[config.mk]
export PLATFORM = sky130hd
export DESIGN_NAME = tos_top
export DESIGN_NICKNAME = d
export VERILOG_FILES = /design/src/hw/tos_pkg.sv /design/src/hw/tos_top.sv
export SDC_FILE = /design/constraint.sdc
export NUM_CORES = 2
export LEC_CHECK = 0
export ABC_AREA = 0
export BUFFER_PORTS_ARGS = -buffer_cell sky130_fd_sc_hd__buf_4
export CAP_MARGIN = 20
export CORE_ASPECT_RATIO = 1.25
export CORE_UTILIZATION = 55
export DETAILED_ROUTE_END_ITERATION = 16
export PLACE_DENSITY_LB_ADDON = 0.12
export SYNTH_ARGS = -nofsm -noshare
export SYNTH_HDL_FRONTEND = slang
export SYNTH_SLANG_ARGS = --single-unit
[constraint.sdc]
create_clock -name sys_clk -period 56.9 [get_ports sys_clk]
set_input_delay 0 -clock sys_clk [delete_from_list [all_inputs] [get_ports sys_clk]]
set_output_delay 0 -clock sys_clk [all_outputs]
set_load 0.01 [all_outputs]
[src/hw/tos_pkg.sv]
// package for the traction option supervisor: settings layout, register
// offsets, enumerations and timing constants.
// assumes a 200 MHz sys_clk and a classic wishbone register bus.
package tos_pkg;
  localparam int unsigned CLK_HZ = 200_000_000;
  localparam int unsigned TICK_MS = 100; // tick step, gives a 0.1 ms tick of 20000 cycles
  localparam int unsigned TICK_CYC = CLK_HZ / 1000 * TICK_MS / 1000;
  localparam int unsigned HOUR_S = 3600;
  localparam int unsigned HOUR_TICKS = HOUR_S * 1000 / TICK_MS;
  localparam logic [6:0] TIME_MAX = 7'h64; // 100 tenths, ten seconds
  localparam logic [6:0] PCT_FULL = 7'h64;
  localparam logic [6:0] BAT_LOW_PCT = 7'h0A;
  localparam logic [6:0] BAT_SPEED_PCT = 7'h18;
  localparam logic [3:0] BAT_LEVEL_MAX = 4'h9;
  localparam logic [15:0] SVC_WARN_H = 16'h012C;
  localparam logic [15:0] SVC_SLOW_H = 16'h0154;
  localparam logic [15:0] SVC_STOP_H = 16'h017C;
  localparam logic [6:0] FREQ_FULL = 7'h64; // 100 Hz ramp span
  // register byte offsets
  localparam logic [7:0] OFS_OPT = 8'h00;
  localparam logic [7:0] OFS_CURVE = 8'h04;
  localparam logic [7:0] OFS_ACC = 8'h08;
  localparam logic [7:0] OFS_DEC0 = 8'h0C;
  localparam logic [7:0] OFS_DEC1 = 8'h10;
  localparam logic [7:0] OFS_LIM = 8'h14;
  localparam logic [7:0] OFS_HOURS = 8'h18;
  localparam logic [7:0] OFS_STAT = 8'h1C;
  localparam logic [7:0] OFS_IN = 8'h20;

  typedef enum logic [0:0] {HC_RUNNING, HC_KEY_ON} tos_hour_mode_e;
  typedef enum logic [1:0] {AUX_BRAKE, AUX_STEER_DEMAND, AUX_STEER_EXCL,
    AUX_FREE} tos_aux_mode_e;
  typedef enum logic [1:0] {QR_NONE, QR_TIMED, QR_UNTIMED, QR_RSVD}
    tos_qr_mode_e;
  typedef enum logic [1:0] {MT_ANALOG, MT_DIGITAL, MT_NONE, MT_RSVD}
    tos_mtemp_e;
  typedef enum logic [1:0] {SV_NONE, SV_WARN, SV_SLOW, SV_STOP} tos_svc_e;
  typedef enum logic [1:0] {HH_IDLE, HH_HOLD, HH_PARK} tos_hold_e;

  // option word, low bits of OFS_OPT
  typedef struct packed {
    logic hm_transfer;
    logic svc_done;
    tos_svc_e svc;
    logic [3:0] bat_max;
    logic [3:0] bat_min;
    logic qr_polarity;
    tos_mtemp_e mtemp;
    tos_qr_mode_e qr;
    tos_aux_mode_e aux;
    logic hill_hold;
    logic [1:0] bat_check;
    tos_hour_mode_e hour_mode;
  } tos_opt_s;

  // operator and sensor inputs
  typedef struct packed {
    logic key_on;
    logic travelling;
    logic dir_fwd;
    logic dir_rev;
    logic brake_pedal;
    logic excl_steer;
    logic tiller_closed;
    logic encoder_present;
    logic moving;
    logic qr_switch;
    logic temp_digital;
    logic travel_release;
    logic dir_inversion;
    logic partial_release;
    logic speed_reduction;
    logic curve_cutback;
  } tos_in_s;

  // drive outputs
  typedef struct packed {
    logic electric_hold;
    logic bridge_enable;
    logic brake_release;
    logic aux_out;
    logic low_charge_alarm;
    logic lift_inhibit;
    logic service_warning;
    logic service_stop;
    logic quick_reverse;
    logic temp_fault;
  } tos_out_s;
endpackage

[src/hw/tos_top.sv]
// traction option supervisor: option registers, hour counter, battery
// and service supervision, hill hold, aux output, quick reverse, pedal
// curve and ramp time selection.
// assumes synchronous inputs, classic wishbone master, sys_clk 200 MHz.
// Summary of operation
// hours count while travelling, or key on
// level 0 computes charge, takes no action
// level 1,3: alarm at 10%, inhibit lift
// level 2: alarm, inhibit lift, cap 24%
// encoder, pedal off, tiller on: hold
// hill hold off: no electrical hold
// hold expiry: brake on, bridge released
// aux output: brake, two steer, unused
// demand steer: direction, pedal or motion
// exclusive steer: only exclusive input
// quick reverse ignored, timed or untimed; timed follows the switch here, the same as untimed
// polarity picks normally closed or open
// motor temp analog, digital or ignored
// deadband, knee slope, second slope
// service warn 300, slow 340, stop 380
// service done flag cancels warning
// transfer setting sends hours to dash
// acceleration time spans 0 to 100 Hz
// six deceleration times, 100 to 0 Hz
// forward speed limited by percentage
// battery table ends adjustable 0 to 9
// coil duties programmed percentage
// time settings 0 to 10 s, 0.1 step; hill hold counts 0.1 ms ticks here, up to 10 ms
// shortest active deceleration time wins
// hours kept, whole hours for service; an hour count here is 36000 ticks of 0.1 ms, 3.6 s
`timescale 1ns/1ps
module tos_top #(
  parameter int unsigned TICK_CYCLES = tos_pkg::TICK_CYC,
  parameter int unsigned HOUR_TICKS = tos_pkg::HOUR_TICKS
) (
  input wire logic sys_clk,
  input wire logic reset,
  input wire logic wb_cyc_i,
  input wire logic wb_stb_i,
  input wire logic wb_we_i,
  input wire logic [7:0] wb_adr_i,
  input wire logic [3:0] wb_sel_i,
  input wire logic [31:0] wb_dat_i,
  output logic [31:0] wb_dat_o,
  output logic wb_ack_o,
  input wire tos_pkg::tos_in_s sw_in,
  input wire logic [6:0] pedal_pct,
  input wire logic [6:0] charge_pct,
  input wire logic [6:0] motor_hz,
  output tos_pkg::tos_out_s drv_out,
  output logic [6:0] speed_cmd_r,
  output logic [6:0] ramp_time_r,
  output logic ramp_is_accel_r,
  output logic [6:0] main_coil_duty_r,
  output logic [6:0] brake_coil_duty_r,
  output logic [15:0] dash_hours_r,
  output logic dash_hours_valid_r
);
  tos_pkg::tos_opt_s opt_r; // option word
  logic [31:0] curve_r; // deadband, knee in, knee out
  logic [31:0] acc_r; // accel time, coil duties
  logic [31:0] dec0_r; // four deceleration times
  logic [31:0] dec1_r; // two deceleration times
  logic [31:0] lim_r; // forward and reverse limits
  logic [15:0] hours_r; // hour counts of 3.6 s each, loaded by software after power up
  logic [31:0] tick_cnt_r; // cycles within one 0.1 ms tick
  logic [31:0] sub_hour_r; // 0.1 ms ticks within an hour count
  logic tick; // 0.1 ms strobe, every 20000 cycles
  logic wb_req;
  logic wr_hit;
  tos_pkg::tos_out_s out_nxt;
  tos_pkg::tos_hold_e hold_r;
  logic [6:0] hold_cnt_r; // 0.1 ms ticks left in hill hold
  logic [6:0] speed_nxt;
  logic [6:0] dec_nxt;
  logic low_charge;
  logic [15:0] hours_prev_r;

  assign wb_req = wb_cyc_i && wb_stb_i && !wb_ack_o;
  assign wr_hit = wb_req && wb_we_i && (wb_sel_i == 4'hF);
  assign tick = (tick_cnt_r == TICK_CYCLES - 1);

  // bus acknowledge, one cycle after request; unmapped reads give zero
  always_ff @(posedge sys_clk)
  begin
    if (reset)
      wb_ack_o <= 1'b0;
    else
      wb_ack_o <= wb_req;
  end

  // read mux, registered with the acknowledge
  always_ff @(posedge sys_clk)
  begin
    if (reset)
      wb_dat_o <= 32'h0000_0000;
    else if (wb_req)
    begin
      unique case (wb_adr_i)
        tos_pkg::OFS_OPT: wb_dat_o <= 32'(opt_r);
        tos_pkg::OFS_CURVE: wb_dat_o <= curve_r;
        tos_pkg::OFS_ACC: wb_dat_o <= acc_r;
        tos_pkg::OFS_DEC0: wb_dat_o <= dec0_r;
        tos_pkg::OFS_DEC1: wb_dat_o <= dec1_r;
        tos_pkg::OFS_LIM: wb_dat_o <= lim_r;
        tos_pkg::OFS_HOURS: wb_dat_o <= {16'h0000, hours_r};
        tos_pkg::OFS_STAT: wb_dat_o <= {22'h000000, drv_out};
        tos_pkg::OFS_IN: wb_dat_o <= {16'h0000, sw_in};
        default: wb_dat_o <= 32'h0000_0000;
      endcase
    end
  end

  // configuration writes; only full-word writes are honoured
  always_ff @(posedge sys_clk)
  begin
    if (reset)
    begin
      opt_r <= '0;
      curve_r <= 32'h0000_0000;
      acc_r <= 32'h0000_0000;
      dec0_r <= 32'h0000_0000;
      dec1_r <= 32'h0000_0000;
      lim_r <= {16'h0000, 1'b0, tos_pkg::PCT_FULL, 1'b0, tos_pkg::PCT_FULL};
    end
    else if (wr_hit)
    begin
      unique case (wb_adr_i)
        tos_pkg::OFS_OPT:
        begin
          opt_r <= tos_pkg::tos_opt_s'(wb_dat_i[22:0]);
          // table ends saturate at top level
          if (wb_dat_i[14:11] > tos_pkg::BAT_LEVEL_MAX)
            opt_r.bat_min <= tos_pkg::BAT_LEVEL_MAX;
          if (wb_dat_i[18:15] > tos_pkg::BAT_LEVEL_MAX)
            opt_r.bat_max <= tos_pkg::BAT_LEVEL_MAX;
        end
        tos_pkg::OFS_CURVE: curve_r <= wb_dat_i;
        tos_pkg::OFS_ACC: acc_r <= wb_dat_i;
        tos_pkg::OFS_DEC0: dec0_r <= wb_dat_i;
        tos_pkg::OFS_DEC1: dec1_r <= wb_dat_i;
        tos_pkg::OFS_LIM: lim_r <= wb_dat_i;
        default: ;
      endcase
    end
  end

  // 0.1 ms time base for hold and hour counting
  always_ff @(posedge sys_clk)
  begin
    if (reset || tick)
      tick_cnt_r <= 32'h0000_0000;
    else
      tick_cnt_r <= tick_cnt_r + 32'h0000_0001;
  end

  // hour counter; software restores the saved value through the bus
  always_ff @(posedge sys_clk)
  begin
    if (reset)
    begin
      hours_r <= 16'h0000;
      sub_hour_r <= 32'h0000_0000;
    end
    else if (wr_hit && wb_adr_i == tos_pkg::OFS_HOURS)
    begin
      hours_r <= wb_dat_i[15:0];
      sub_hour_r <= 32'h0000_0000;
    end
    else if (tick && ((opt_r.hour_mode == tos_pkg::HC_KEY_ON && sw_in.key_on)
      || (opt_r.hour_mode == tos_pkg::HC_RUNNING && sw_in.travelling)))
    begin
      if (sub_hour_r == HOUR_TICKS - 1)
      begin
        sub_hour_r <= 32'h0000_0000;
        hours_r <= hours_r + 16'h0001;
      end
      else
        sub_hour_r <= sub_hour_r + 32'h0000_0001;
    end
  end

  // hill hold sequence, durations in 0.1 ms ticks clipped to 10 ms
  always_ff @(posedge sys_clk)
  begin
    if (reset)
    begin
      hold_r <= tos_pkg::HH_IDLE;
      hold_cnt_r <= 7'h00;
    end
    else
    begin
      unique case (hold_r)
        tos_pkg::HH_IDLE:
          if (sw_in.encoder_present && pedal_pct == 7'h00 &&
              sw_in.tiller_closed)
          begin
            hold_r <= tos_pkg::HH_HOLD;
            hold_cnt_r <= (acc_r[31:25] > tos_pkg::TIME_MAX) ?
              tos_pkg::TIME_MAX : acc_r[31:25];
          end
        tos_pkg::HH_HOLD:
          if (pedal_pct != 7'h00 || !sw_in.tiller_closed)
            hold_r <= tos_pkg::HH_IDLE;
          else if (hold_cnt_r == 7'h00)
            hold_r <= tos_pkg::HH_PARK;
          else if (tick)
            hold_cnt_r <= hold_cnt_r - 7'h01;
        tos_pkg::HH_PARK:
          if (pedal_pct != 7'h00)
            hold_r <= tos_pkg::HH_IDLE;
      endcase
    end
  end

  assign low_charge = (charge_pct <= tos_pkg::BAT_LOW_PCT);

  // output decisions from options and inputs
  always_comb
  begin
    out_nxt = '0;
    // alarm only for levels above zero; level 0 takes no action R2
    out_nxt.low_charge_alarm = low_charge && opt_r.bat_check != 2'h0;
    out_nxt.lift_inhibit = out_nxt.low_charge_alarm;
    out_nxt.electric_hold = (hold_r == tos_pkg::HH_HOLD) &&
      opt_r.hill_hold;
    // bridge drives unless parked after hold expiry
    out_nxt.bridge_enable = (hold_r != tos_pkg::HH_PARK);
    out_nxt.brake_release = (hold_r != tos_pkg::HH_PARK);
    unique case (opt_r.aux)
      tos_pkg::AUX_BRAKE: out_nxt.aux_out = out_nxt.brake_release;
      tos_pkg::AUX_STEER_DEMAND: out_nxt.aux_out = sw_in.dir_fwd ||
        sw_in.dir_rev || sw_in.brake_pedal || sw_in.moving;
      tos_pkg::AUX_STEER_EXCL: out_nxt.aux_out = sw_in.excl_steer;
      tos_pkg::AUX_FREE: out_nxt.aux_out = 1'b0;
    endcase
    // polarity on: normally closed, active on open R12
    if (opt_r.qr == tos_pkg::QR_TIMED || opt_r.qr == tos_pkg::QR_UNTIMED)
      out_nxt.quick_reverse = sw_in.qr_switch ^ opt_r.qr_polarity;
    // analog reading is judged outside; only the digital input trips here
    out_nxt.temp_fault = (opt_r.mtemp == tos_pkg::MT_DIGITAL) &&
      sw_in.temp_digital;
    out_nxt.service_warning = !opt_r.svc_done && opt_r.svc != tos_pkg::SV_NONE
      && hours_r >= tos_pkg::SVC_WARN_H;
    out_nxt.service_stop = !opt_r.svc_done && opt_r.svc == tos_pkg::SV_STOP
      && hours_r >= tos_pkg::SVC_STOP_H;
  end

  always_ff @(posedge sys_clk)
  begin
    if (reset)
      drv_out <= '0;
    else
      drv_out <= out_nxt;
  end

  // pedal curve and speed caps
  always_comb
  begin
    logic [6:0] dz;
    logic [6:0] kx;
    logic [6:0] ky;
    logic [13:0] prod;
    logic [6:0] lim;
    dz = curve_r[6:0];
    kx = curve_r[14:8];
    ky = curve_r[22:16];
    lim = sw_in.dir_fwd ? lim_r[6:0] : lim_r[14:8];
    prod = 14'h0000;
    if (pedal_pct <= dz)
      speed_nxt = 7'h00;
    else if (pedal_pct <= kx)
    begin
      prod = 14'((pedal_pct - dz) * ky);
      speed_nxt = (kx > dz) ? 7'(prod / 14'(kx - dz)) : ky;
    end
    else
    begin
      prod = 14'((pedal_pct - kx) * (tos_pkg::PCT_FULL - ky));
      speed_nxt = 7'(ky + ((kx < tos_pkg::PCT_FULL) ?
        prod / 14'(tos_pkg::PCT_FULL - kx) : 14'h0000));
    end
    if (speed_nxt > lim)
      speed_nxt = lim;
    if (opt_r.bat_check == 2'h2 && low_charge &&
        speed_nxt > tos_pkg::BAT_SPEED_PCT)
      speed_nxt = tos_pkg::BAT_SPEED_PCT;
    if (!opt_r.svc_done && hours_r >= tos_pkg::SVC_SLOW_H &&
        (opt_r.svc == tos_pkg::SV_SLOW || opt_r.svc == tos_pkg::SV_STOP) &&
        speed_nxt > tos_pkg::BAT_SPEED_PCT)
      speed_nxt = tos_pkg::BAT_SPEED_PCT;
    if (opt_r.svc == tos_pkg::SV_STOP && out_nxt.service_stop)
      speed_nxt = 7'h00;
  end

  // shortest deceleration time among the active conditions
  always_comb
  begin
    logic [6:0] t [6];
    logic [5:0] act;
    t[0] = dec0_r[6:0];
    t[1] = dec0_r[14:8];
    t[2] = dec0_r[22:16];
    t[3] = dec0_r[30:24];
    t[4] = dec1_r[6:0];
    t[5] = dec1_r[14:8];
    act = {sw_in.curve_cutback, sw_in.speed_reduction, sw_in.partial_release,
      sw_in.dir_inversion, !sw_in.tiller_closed, sw_in.travel_release};
    dec_nxt = tos_pkg::TIME_MAX;
    for (int i = 0; i < 6; i++)
      if (act[i] && t[i] < dec_nxt)
        dec_nxt = t[i];
  end

  // ramp selection, times in tenths per 0..100 Hz span
  always_ff @(posedge sys_clk)
  begin
    if (reset)
    begin
      speed_cmd_r <= 7'h00;
      ramp_time_r <= 7'h00;
      ramp_is_accel_r <= 1'b0;
    end
    else
    begin
      speed_cmd_r <= speed_nxt;
      ramp_is_accel_r <= !(|dec1_r[15:0] && 1'b0) &&
        (speed_nxt >= speed_cmd_r) && motor_hz <= tos_pkg::FREQ_FULL;
      if (speed_nxt >= speed_cmd_r)
        ramp_time_r <= (acc_r[6:0] > tos_pkg::TIME_MAX) ?
          tos_pkg::TIME_MAX : acc_r[6:0];
      else
        ramp_time_r <= dec_nxt;
    end
  end

  // coil duties and dash transfer
  always_ff @(posedge sys_clk)
  begin
    if (reset)
    begin
      main_coil_duty_r <= 7'h00;
      brake_coil_duty_r <= 7'h00;
      dash_hours_r <= 16'h0000;
      dash_hours_valid_r <= 1'b0;
      hours_prev_r <= 16'h0000;
    end
    else
    begin
      main_coil_duty_r <= (acc_r[14:8] > tos_pkg::PCT_FULL) ?
        tos_pkg::PCT_FULL : acc_r[14:8];
      brake_coil_duty_r <= (acc_r[22:16] > tos_pkg::PCT_FULL) ?
        tos_pkg::PCT_FULL : acc_r[22:16];
      hours_prev_r <= hours_r;
      dash_hours_valid_r <= opt_r.hm_transfer &&
        (hours_r != hours_prev_r || tick);
      if (opt_r.hm_transfer)
        dash_hours_r <= hours_r;
    end
  end

  a_bus_ack_once: assert property (@(posedge sys_clk) disable iff (reset)
    wb_ack_o |=> !wb_ack_o) else $error("ack held two cycles");
  a_lift_alarm_pair: assert property (@(posedge sys_clk) disable iff (reset)
    drv_out.lift_inhibit == drv_out.low_charge_alarm)
    else $error("lift inhibit not tied to alarm");
  a_level0_quiet: assert property (@(posedge sys_clk) disable iff (reset)
    opt_r.bat_check == 2'h0 && $past(opt_r.bat_check) == 2'h0
    |-> !drv_out.low_charge_alarm)
    else $error("alarm at level zero");
  a_batt_speed_cap: assert property (@(posedge sys_clk) disable iff (reset)
    opt_r.bat_check == 2'h2 && low_charge |=>
    speed_cmd_r <= tos_pkg::BAT_SPEED_PCT)
    else $error("speed not capped on low charge");
  a_hold_off: assert property (@(posedge sys_clk) disable iff (reset)
    !opt_r.hill_hold && !$past(opt_r.hill_hold) |-> !drv_out.electric_hold)
    else $error("held with hill hold off");
  a_park_brake: assert property (@(posedge sys_clk) disable iff (reset)
    hold_r == tos_pkg::HH_PARK |=> !drv_out.bridge_enable &&
    !drv_out.brake_release)
    else $error("park did not brake");
  a_excl_steer: assert property (@(posedge sys_clk) disable iff (reset)
    opt_r.aux == tos_pkg::AUX_STEER_EXCL && $stable(opt_r.aux) |=>
    drv_out.aux_out == $past(sw_in.excl_steer))
    else $error("exclusive steer mismatch");
  a_aux_free: assert property (@(posedge sys_clk) disable iff (reset)
    opt_r.aux == tos_pkg::AUX_FREE |=> !drv_out.aux_out)
    else $error("free aux output active");
  a_qr_none: assert property (@(posedge sys_clk) disable iff (reset)
    opt_r.qr == tos_pkg::QR_NONE |=> !drv_out.quick_reverse)
    else $error("quick reverse with mode none");
  a_svc_done: assert property (@(posedge sys_clk) disable iff (reset)
    opt_r.svc_done |=> !drv_out.service_warning)
    else $error("warning after service done");
  a_ramp_bound: assert property (@(posedge sys_clk) disable iff (reset)
    ramp_time_r <= tos_pkg::TIME_MAX)
    else $error("ramp time beyond ten seconds");
  c_hold_park: cover property (@(posedge sys_clk) disable iff (reset)
    hold_r == tos_pkg::HH_HOLD ##[1:300] hold_r == tos_pkg::HH_PARK);
  c_low_alarm: cover property (@(posedge sys_clk) disable iff (reset)
    drv_out.low_charge_alarm);
  c_service_stop: cover property (@(posedge sys_clk) disable iff (reset)
    drv_out.service_stop);
  c_steer_demand: cover property (@(posedge sys_clk) disable iff (reset)
    opt_r.aux == tos_pkg::AUX_STEER_DEMAND && drv_out.aux_out);
endmodule

# [Yosys cells after proc, flatten, opt, wreduce, memory -nomap -nowiden]
# Cells that the tools add are included.
[op_classes] magnitude_cmp=25 n_div=2 n_addsub=10 mux=38 n_eq_ne=30 bitwise_logic=3 n_reduce_logical=67 mul=2
[ops] operator="case mux 32 bit (9 select lines)" count=1
[ops] operator="2-to-1 mux 7 bit" count=24
[ops] operator="adder 32 x 1 -> 32 bit, second input constant" count=2
[ops] operator="greater-or-equal comparator 16 x 9 -> 1 bit, second input constant" count=3
[ops] operator="2-to-1 mux 16 bit" count=3
[ops] operator="< comparator 7 bit" count=5
[ops] operator="== test 32 x 15 -> 1 bit, second input constant" count=1
[ops] operator="== test 32 x 16 -> 1 bit, second input constant" count=1
[ops] operator="== test 8 x 5 -> 1 bit, second input constant" count=4
[ops] operator="2-to-1 mux 32 bit" count=1
[ops] operator="logical AND 1 bit" count=31
[ops] operator="divider 14 x 14 -> 14 bit" count=2
[ops] operator="greater-than comparator 7 bit, second input constant" count=4
[ops] operator="multiplier 8 x 8 -> 14 bit" count=2
[ops] operator="subtractor 7 x 7 -> 8 bit" count=3
[ops] operator="adder 16 x 1 -> 16 bit, second input constant" count=1
[ops] operator="== test 8 x 4 -> 1 bit, second input constant" count=2
[ops] operator="inequality test 16 bit" count=1
[ops] operator="subtractor 7 x 7 -> 8 bit, first input constant" count=2
[ops] operator="== test 2 bit, second input constant" count=7
[ops] operator="greater-than comparator 7 x 5 -> 1 bit, second input constant" count=2
[ops] operator="greater-than comparator 7 bit" count=2
[ops] operator="<= comparator 7 bit" count=2
[ops] operator="logical NOT 7 bit" count=2
[ops] operator="30 further kinds" count=69
[totals] output_inout_bits=89 word_cells=219 reg_bits=375 inputBits=86

# [Logic depth before layout (Yosys ltp)]
[depth] ltp_word=19 depth_mapped=175 ltp_nobuf=167

# [Least setup slack after synthesis]
# No wires, ideal clock.
[synth_timing] kind="register to register" start="register curve_r[8]" end="register ramp_time_r[2]" t_required_ns=56.843 slack_ns=23.253 synth_period_minus_slack_ns=33.647 setup_ns=0.057 stages_incl_launch_ff=161 arrival_ns=33.590 n_path_buf=7 path_cell_list="dfxtp_1 > ha_1 > inv_1 > fa_1 > a21oi_1 > o21ai_0 > a21o_1 > xnor2_1 > nor2_1 > fa_1 > fa_1 > fa_1 > inv_1 > fa_1 > inv_1 > ha_1 > o211ai_1 > o21ai_0 > [... 125 more ...] > nor2_1 > a211oi_1 > mux2i_1 > o31ai_1 > a22o_1 > a31oi_1 > or2_2 > ha_1 > nand2b_1 > a21o_1 > a21o_1 > a21o_1 > a21o_1 > a21o_1 > a21oi_1 > nand2_1 > o32ai_1 > a31o_2"
[synth_between] elab_chain_len=18 elab_cells_between_ends=25 cone_classes="add/sub (4); mul (1); div (2); order compare (7); mux (9); reduce/logical (2)"
[synth_rtl] item="start, declared" line="tos_top.sv:60" text="logic [31:0] curve_r;"
[synth_rtl] item="start signal, assigned" line="tos_top.sv:138" text="tos_pkg::OFS_CURVE: curve_r <= wb_dat_i;"
[synth_rtl] item="subtractor 7 x 7 -> 8 bit" line="tos_top.sv:279" text="prod = 14'((pedal_pct - kx) * (tos_pkg::PCT_FULL - ky));"
[synth_rtl] item="multiplier 8 x 8 -> 14 bit" line="tos_top.sv:279"
[synth_rtl] item="divider 14 x 14 -> 14 bit" line="tos_top.sv:281" text="prod / 14'(tos_pkg::PCT_FULL - kx) : 14'h0000));"
[synth_rtl] item="2-to-1 mux 7 bit" line="tos_top.sv:280" text="speed_nxt = 7'(ky + ((kx < tos_pkg::PCT_FULL) ?"
[synth_rtl] item="adder 7 bit" line="tos_top.sv:280"
[synth_rtl] item="2-to-1 mux 7 bit *" line="tos_top.sv:272" text="else if (pedal_pct <= kx)"
[synth_rtl] item="2-to-1 mux 7 bit *" line="tos_top.sv:270" text="if (pedal_pct <= dz)"
[synth_rtl] item="greater-than comparator 7 bit" line="tos_top.sv:283" text="if (speed_nxt > lim)"
[synth_rtl] item="[... 2 more ...]"
[synth_rtl] item="logical AND 1 bit" line="tos_top.sv:285" text="if (opt_r.bat_check == 2'h2 && low_charge &&"
[synth_rtl] item="2-to-1 mux 7 bit *" line="tos_top.sv:285"
[synth_rtl] item="greater-than comparator 7 x 5 -> 1 bit" line="tos_top.sv:290" text="speed_nxt > tos_pkg::BAT_SPEED_PCT)"
[synth_rtl] item="logical AND 1 bit" line="tos_top.sv:289" text="(opt_r.svc == tos_pkg::SV_SLOW || opt_r.svc == tos_pkg::SV_STOP) &&"
[synth_rtl] item="2-to-1 mux 7 bit *" line="tos_top.sv:288" text="if (!opt_r.svc_done && hours_r >= tos_pkg::SVC_SLOW_H &&"
[synth_rtl] item="2-to-1 mux 7 bit *" line="tos_top.sv:292" text="if (opt_r.svc == tos_pkg::SV_STOP && out_nxt.service_stop)"
[synth_rtl] item="greater-or-equal comparator 7 bit *" line="tos_top.sv:329" text="if (speed_nxt >= speed_cmd_r)"
[synth_rtl] item="2-to-1 mux 7 bit *" line="tos_top.sv:329"
[synth_rtl] item="end signal, assigned" line="tos_top.sv:330" text="ramp_time_r <= (acc_r[6:0] > tos_pkg::TIME_MAX) ?"
[synth_rtl] item="end signal, assigned" line="tos_top.sv:333" text="ramp_time_r <= dec_nxt;"
[synth_rtl] item="end, declared" line="tos_top.sv:52" text="output logic [6:0] ramp_time_r,"
# Mark *: on every way between the ends. The rest lies on a longest branch, timed or not.
# A chain may end at the register's enable or synchronous reset.

# [Final worst setup path]
[layout_timing] start="register curve_r[16]" end="register ramp_is_accel_r"
[layout_between] elab_chain_len=18 elab_cells_between_ends=21 cone_classes="add/sub (2); mul (2); div (2); order compare (4); mux (8); reduce/logical (3)"
[layout_rtl] item="subtractor 7 x 7 -> 8 bit" line="tos_top.sv:279"
[layout_rtl] item="multiplier 8 x 8 -> 14 bit" line="tos_top.sv:279"
[layout_rtl] item="divider 14 x 14 -> 14 bit" line="tos_top.sv:281"
[layout_rtl] item="2-to-1 mux 7 bit" line="tos_top.sv:280"
[layout_rtl] item="adder 7 bit" line="tos_top.sv:280"
[layout_rtl] item="2-to-1 mux 7 bit *" line="tos_top.sv:272"
[layout_rtl] item="2-to-1 mux 7 bit *" line="tos_top.sv:270"
[layout_rtl] item="greater-than comparator 7 bit" line="tos_top.sv:283"
[layout_rtl] item="[... 2 more ...]"
[layout_rtl] item="logical AND 1 bit" line="tos_top.sv:285"
[layout_rtl] item="2-to-1 mux 7 bit *" line="tos_top.sv:285"
[layout_rtl] item="greater-than comparator 7 x 5 -> 1 bit" line="tos_top.sv:290"
[layout_rtl] item="logical AND 1 bit" line="tos_top.sv:289"
[layout_rtl] item="2-to-1 mux 7 bit *" line="tos_top.sv:288"
[layout_rtl] item="2-to-1 mux 7 bit *" line="tos_top.sv:292"
[layout_rtl] item="greater-or-equal comparator 7 bit *" line="tos_top.sv:328" text="(speed_nxt >= speed_cmd_r) && motor_hz <= tos_pkg::FREQ_FULL;"
[layout_rtl] item="logical AND 1 bit *" line="tos_top.sv:328"
[layout_rtl] item="end signal, assigned" line="tos_top.sv:327" text="ramp_is_accel_r <= !(|dec1_r[15:0] && 1'b0) &&"
[layout_rtl] item="end, declared" line="tos_top.sv:53" text="output logic ramp_is_accel_r,"
# Marks and branches as above.

==> results.py <==
metrics = {
    "drt": {
        "via_count": 32200,
        "ant_nets": 0,
        "first_pass_iters": 9,
        "drt_iter0_markers": 2539,
        "drc": 0,
        "vias_per_cell": 6.09,
        "wirelength_um": 108000,
        "drt-wirelength-per-cell_um": 20.4,
    },
    "yosys": {
        "yosys-top-cells-area": "dfxtp_1 22%, ha_1 13%, nand2_1 6.9%",
        "synth.top_cell.area_share": 0.223,
        "synth_fp_nets": 4907,
        "synth_seq_area_share": 0.223,
        "syn_inst": 4373,
        "yosysUniqueCellTypes": 101,
        "ys_ff_latch": 375,
        "yosysTopAreaCell": "dfxtp_1",
        "yosysWarningCount": 0,
        "synth_most_common_cell": "nand2_1",
        "ys_top_cells_by_count": "615 x nand2_1, 443 x nor2_1, 412 x a21oi_1, 375 x dfxtp_1, 355 x ha_1",
        "synth_async_sr_flop_share": 0,
        "syn_area_um2": 33600,
        "avgSynthCellArea_um2": 7.69,
        "synth_edf_count": 0,
        "synth_ff_type": "dfxtp_1",
    },
    "min_path": {
        "hold_path.class": "input pin to flop",
    },
    "global_routing": {
        "grt_pass1_vias": 31000,
        "grt_pass1_wl_um": 169000,
        "grtUsageTotal": 0.342,
        "antenna_found_initial": 5,
        "overflow": 0,
        "grt_max_degree": 81,
    },
    "timing": {
        "rsz0062_at_grt": "false",
        "period_needed_ps": 38940,
        "clock.fmax_ghz": 0.0257,
        "setup_viol": 0,
        "fin_crit_sh": 0.684,
        "finalMaxSlewViolations": 0,
        "fin_skew_ps": 10.9,
        "tightest_slew_ps": 1200,
        "relSlewSlack": 0.201,
        "final_hold_viol_count": 0,
        "tns_ps": 0,
    },
    "die": {
        "die_w_um": 223,
        "num_io_pins": 175,
        "die_h_um": 278,
        "die_area_um2": 62100,
        "core_area_um2": 59900,
        "num_rows": 100,
        "initial_utilization": 0.561,
    },
    "setup_path": {
        "arrival_ps": 39390,
        "worstPathRequired_ps": 57350,
        "critPathTopFamily": "compound AO/OA/AOI/OAI gates",
        "cp_common_cell": "o21a_1",
        "critPathKind": "flop to flop",
        "cp_max_fo": 22,
        "endpoint_kind": "flop",
        "crit_slowest_cell": "dfxtp_1",
        "path_buf_inv": 10,
        "cp-start-kind": "flop",
        "max_stage_delay_ps": 720,
    },
    "finish": {
        "nNetsFinal": 5021,
        "layout-drive-gt1-share": 0.0915,
        "syn2layout_area_growth_pct": 11.1,
    },
    "clocking": {
        "clock_latency_ps": 560,
        "cts_hold_buf": 44,
        "h-tree-depth": 2,
        "cts_resized": 0,
        "clock_path_buffers": 3,
        "cts.clk_slew.worst_paths_ps": 70,
        "cts_buffers": 36,
        "clock_sinks": 375,
        "cts_setup_buffers": 0,
        "cts_tree": "built",
        "clockRootBuffer": "clkbuf_16",
    },
    "placed_design": {
        "place_congestion": 0.988,
        "portBuffers": 174,
        "dp_hpwl_um": 82800,
    },
    "outcome": {
        "status": "finished, final reports clean",
    },
    "run": {
        "drv_cap": 0,
    },
}
==> cell type report <==
| class | count | area [um2] |
|---|---|---|
| inverters | 274 | 1030 |
| fillers | 5442 | 22600 |
| flip-flops and latches | 375 | 7510 |
| repair buffers | 268 | 2150 |
| well taps | 765 | 957 |
| multi-input cells | 3532 | 24400 |
| clock inverters | 19 | 313 |
| clock buffers | 47 | 1010 |
| diodes | 2 | 5.00 |
==> sequential cells by signal, indices dropped and copies added, names as in the netlist, 8 cells and up <==
name	count
opt_r	23
dash_hours_r	16
sub_hour_r	32
dec1_r	32
hours_prev_r	16
hours_r	16
lim_r	32
acc_r	32
curve_r	32
drv_out	8
dec0_r	32
tick_cnt_r	32
wb_dat_o	32
==> through the flow <==
| step | cell area, um2 | setup slack, ps | hold WS [ps] | util | cells |
|---|---|---|---|---|---|
| CTS | 37300 | 17950 | 16.9 | 0.622 | 5278 |
| floorplan | 33600 | 23250 | 100 | - | 4373 |
| global placement | 35500 | 19170 | 200 | 0.593 | 5167 |
| finish | 37300 | 17960 | 12.8 | 0.623 | 5282 |
| global route | 37300 | 14570 | 32.7 | 0.623 | 5281 |
| detailed placement | 35500 | 18340 | 202 | 0.593 | 5168 |
==> kinds of logic after synthesis <==
family / after synthesis / synth area share
flip-flops: 375 / 0.223
XOR/XNOR: 245 / 0.0642
multiplexers: 142 / 0.0445
adder cells (fa/ha/maj): 448 / 0.188
AO/OA/AOI/OAI: 1090 / 0.209
buffers and inverters: 466 / 0.0529
AND/OR/NAND/NOR: 1607 / 0.218
==> worst register-to-register path, delay by kind of cell, from the launching register on <==
family,cells,cell delay (ps)
compound gates,90,21090
xor+xnor,4,1340
fa+ha+maj,24,8000
buf+inv,10,2120
flops,1,720
mux,9,2560
simple gates,21,2950
==> routing by layer <==
layer,wire (um),vias to the layer above,part of all wire,global-route usage
met5,23,-,0.00021,0
met4,8020,4,0.074,0.226
met1,41900,15100,0.39,0.392
met2,51400,1147,0.48,0.594
li1,-,15500,-,-
met3,6680,381,0.062,0.0436
==> worst paths after layout <==
check                   start               to  slack (ps)  cells after the start
hold reg to reg     lim_r[29]        lim_r[29]         450                      2
setup / recovery  curve_r[16]  ramp_is_accel_r       17960                    158
hold / removal    wb_sel_i[2]       dec1_r[29]          10                      4
setup reg to reg  curve_r[16]  ramp_is_accel_r       17960                    158
==> layout by cell type (no fill, tap or decap), drive strengths merged, types with 35 or more instances in the layout <==
cell type / instances
dfxtp: 375
or3: 35
dlygate4sd3: 44
fa: 93
nor2b: 58
a211oi: 39
xor2: 119
nor2: 446
clkbuf: 47
buf: 224
mux2: 61
a21oi: 414
mux2i: 81
xnor2: 125
and3: 43
nand2: 615
ha: 355
nand4: 35
nor3: 86
inv: 275
o21ai: 160
a21o: 94
nand3: 80
and2: 74
o21a: 91
Power is left out: the tool's default activity adds up to more than one toggle a clock period on the data nets, which glitch-free logic cannot reach.
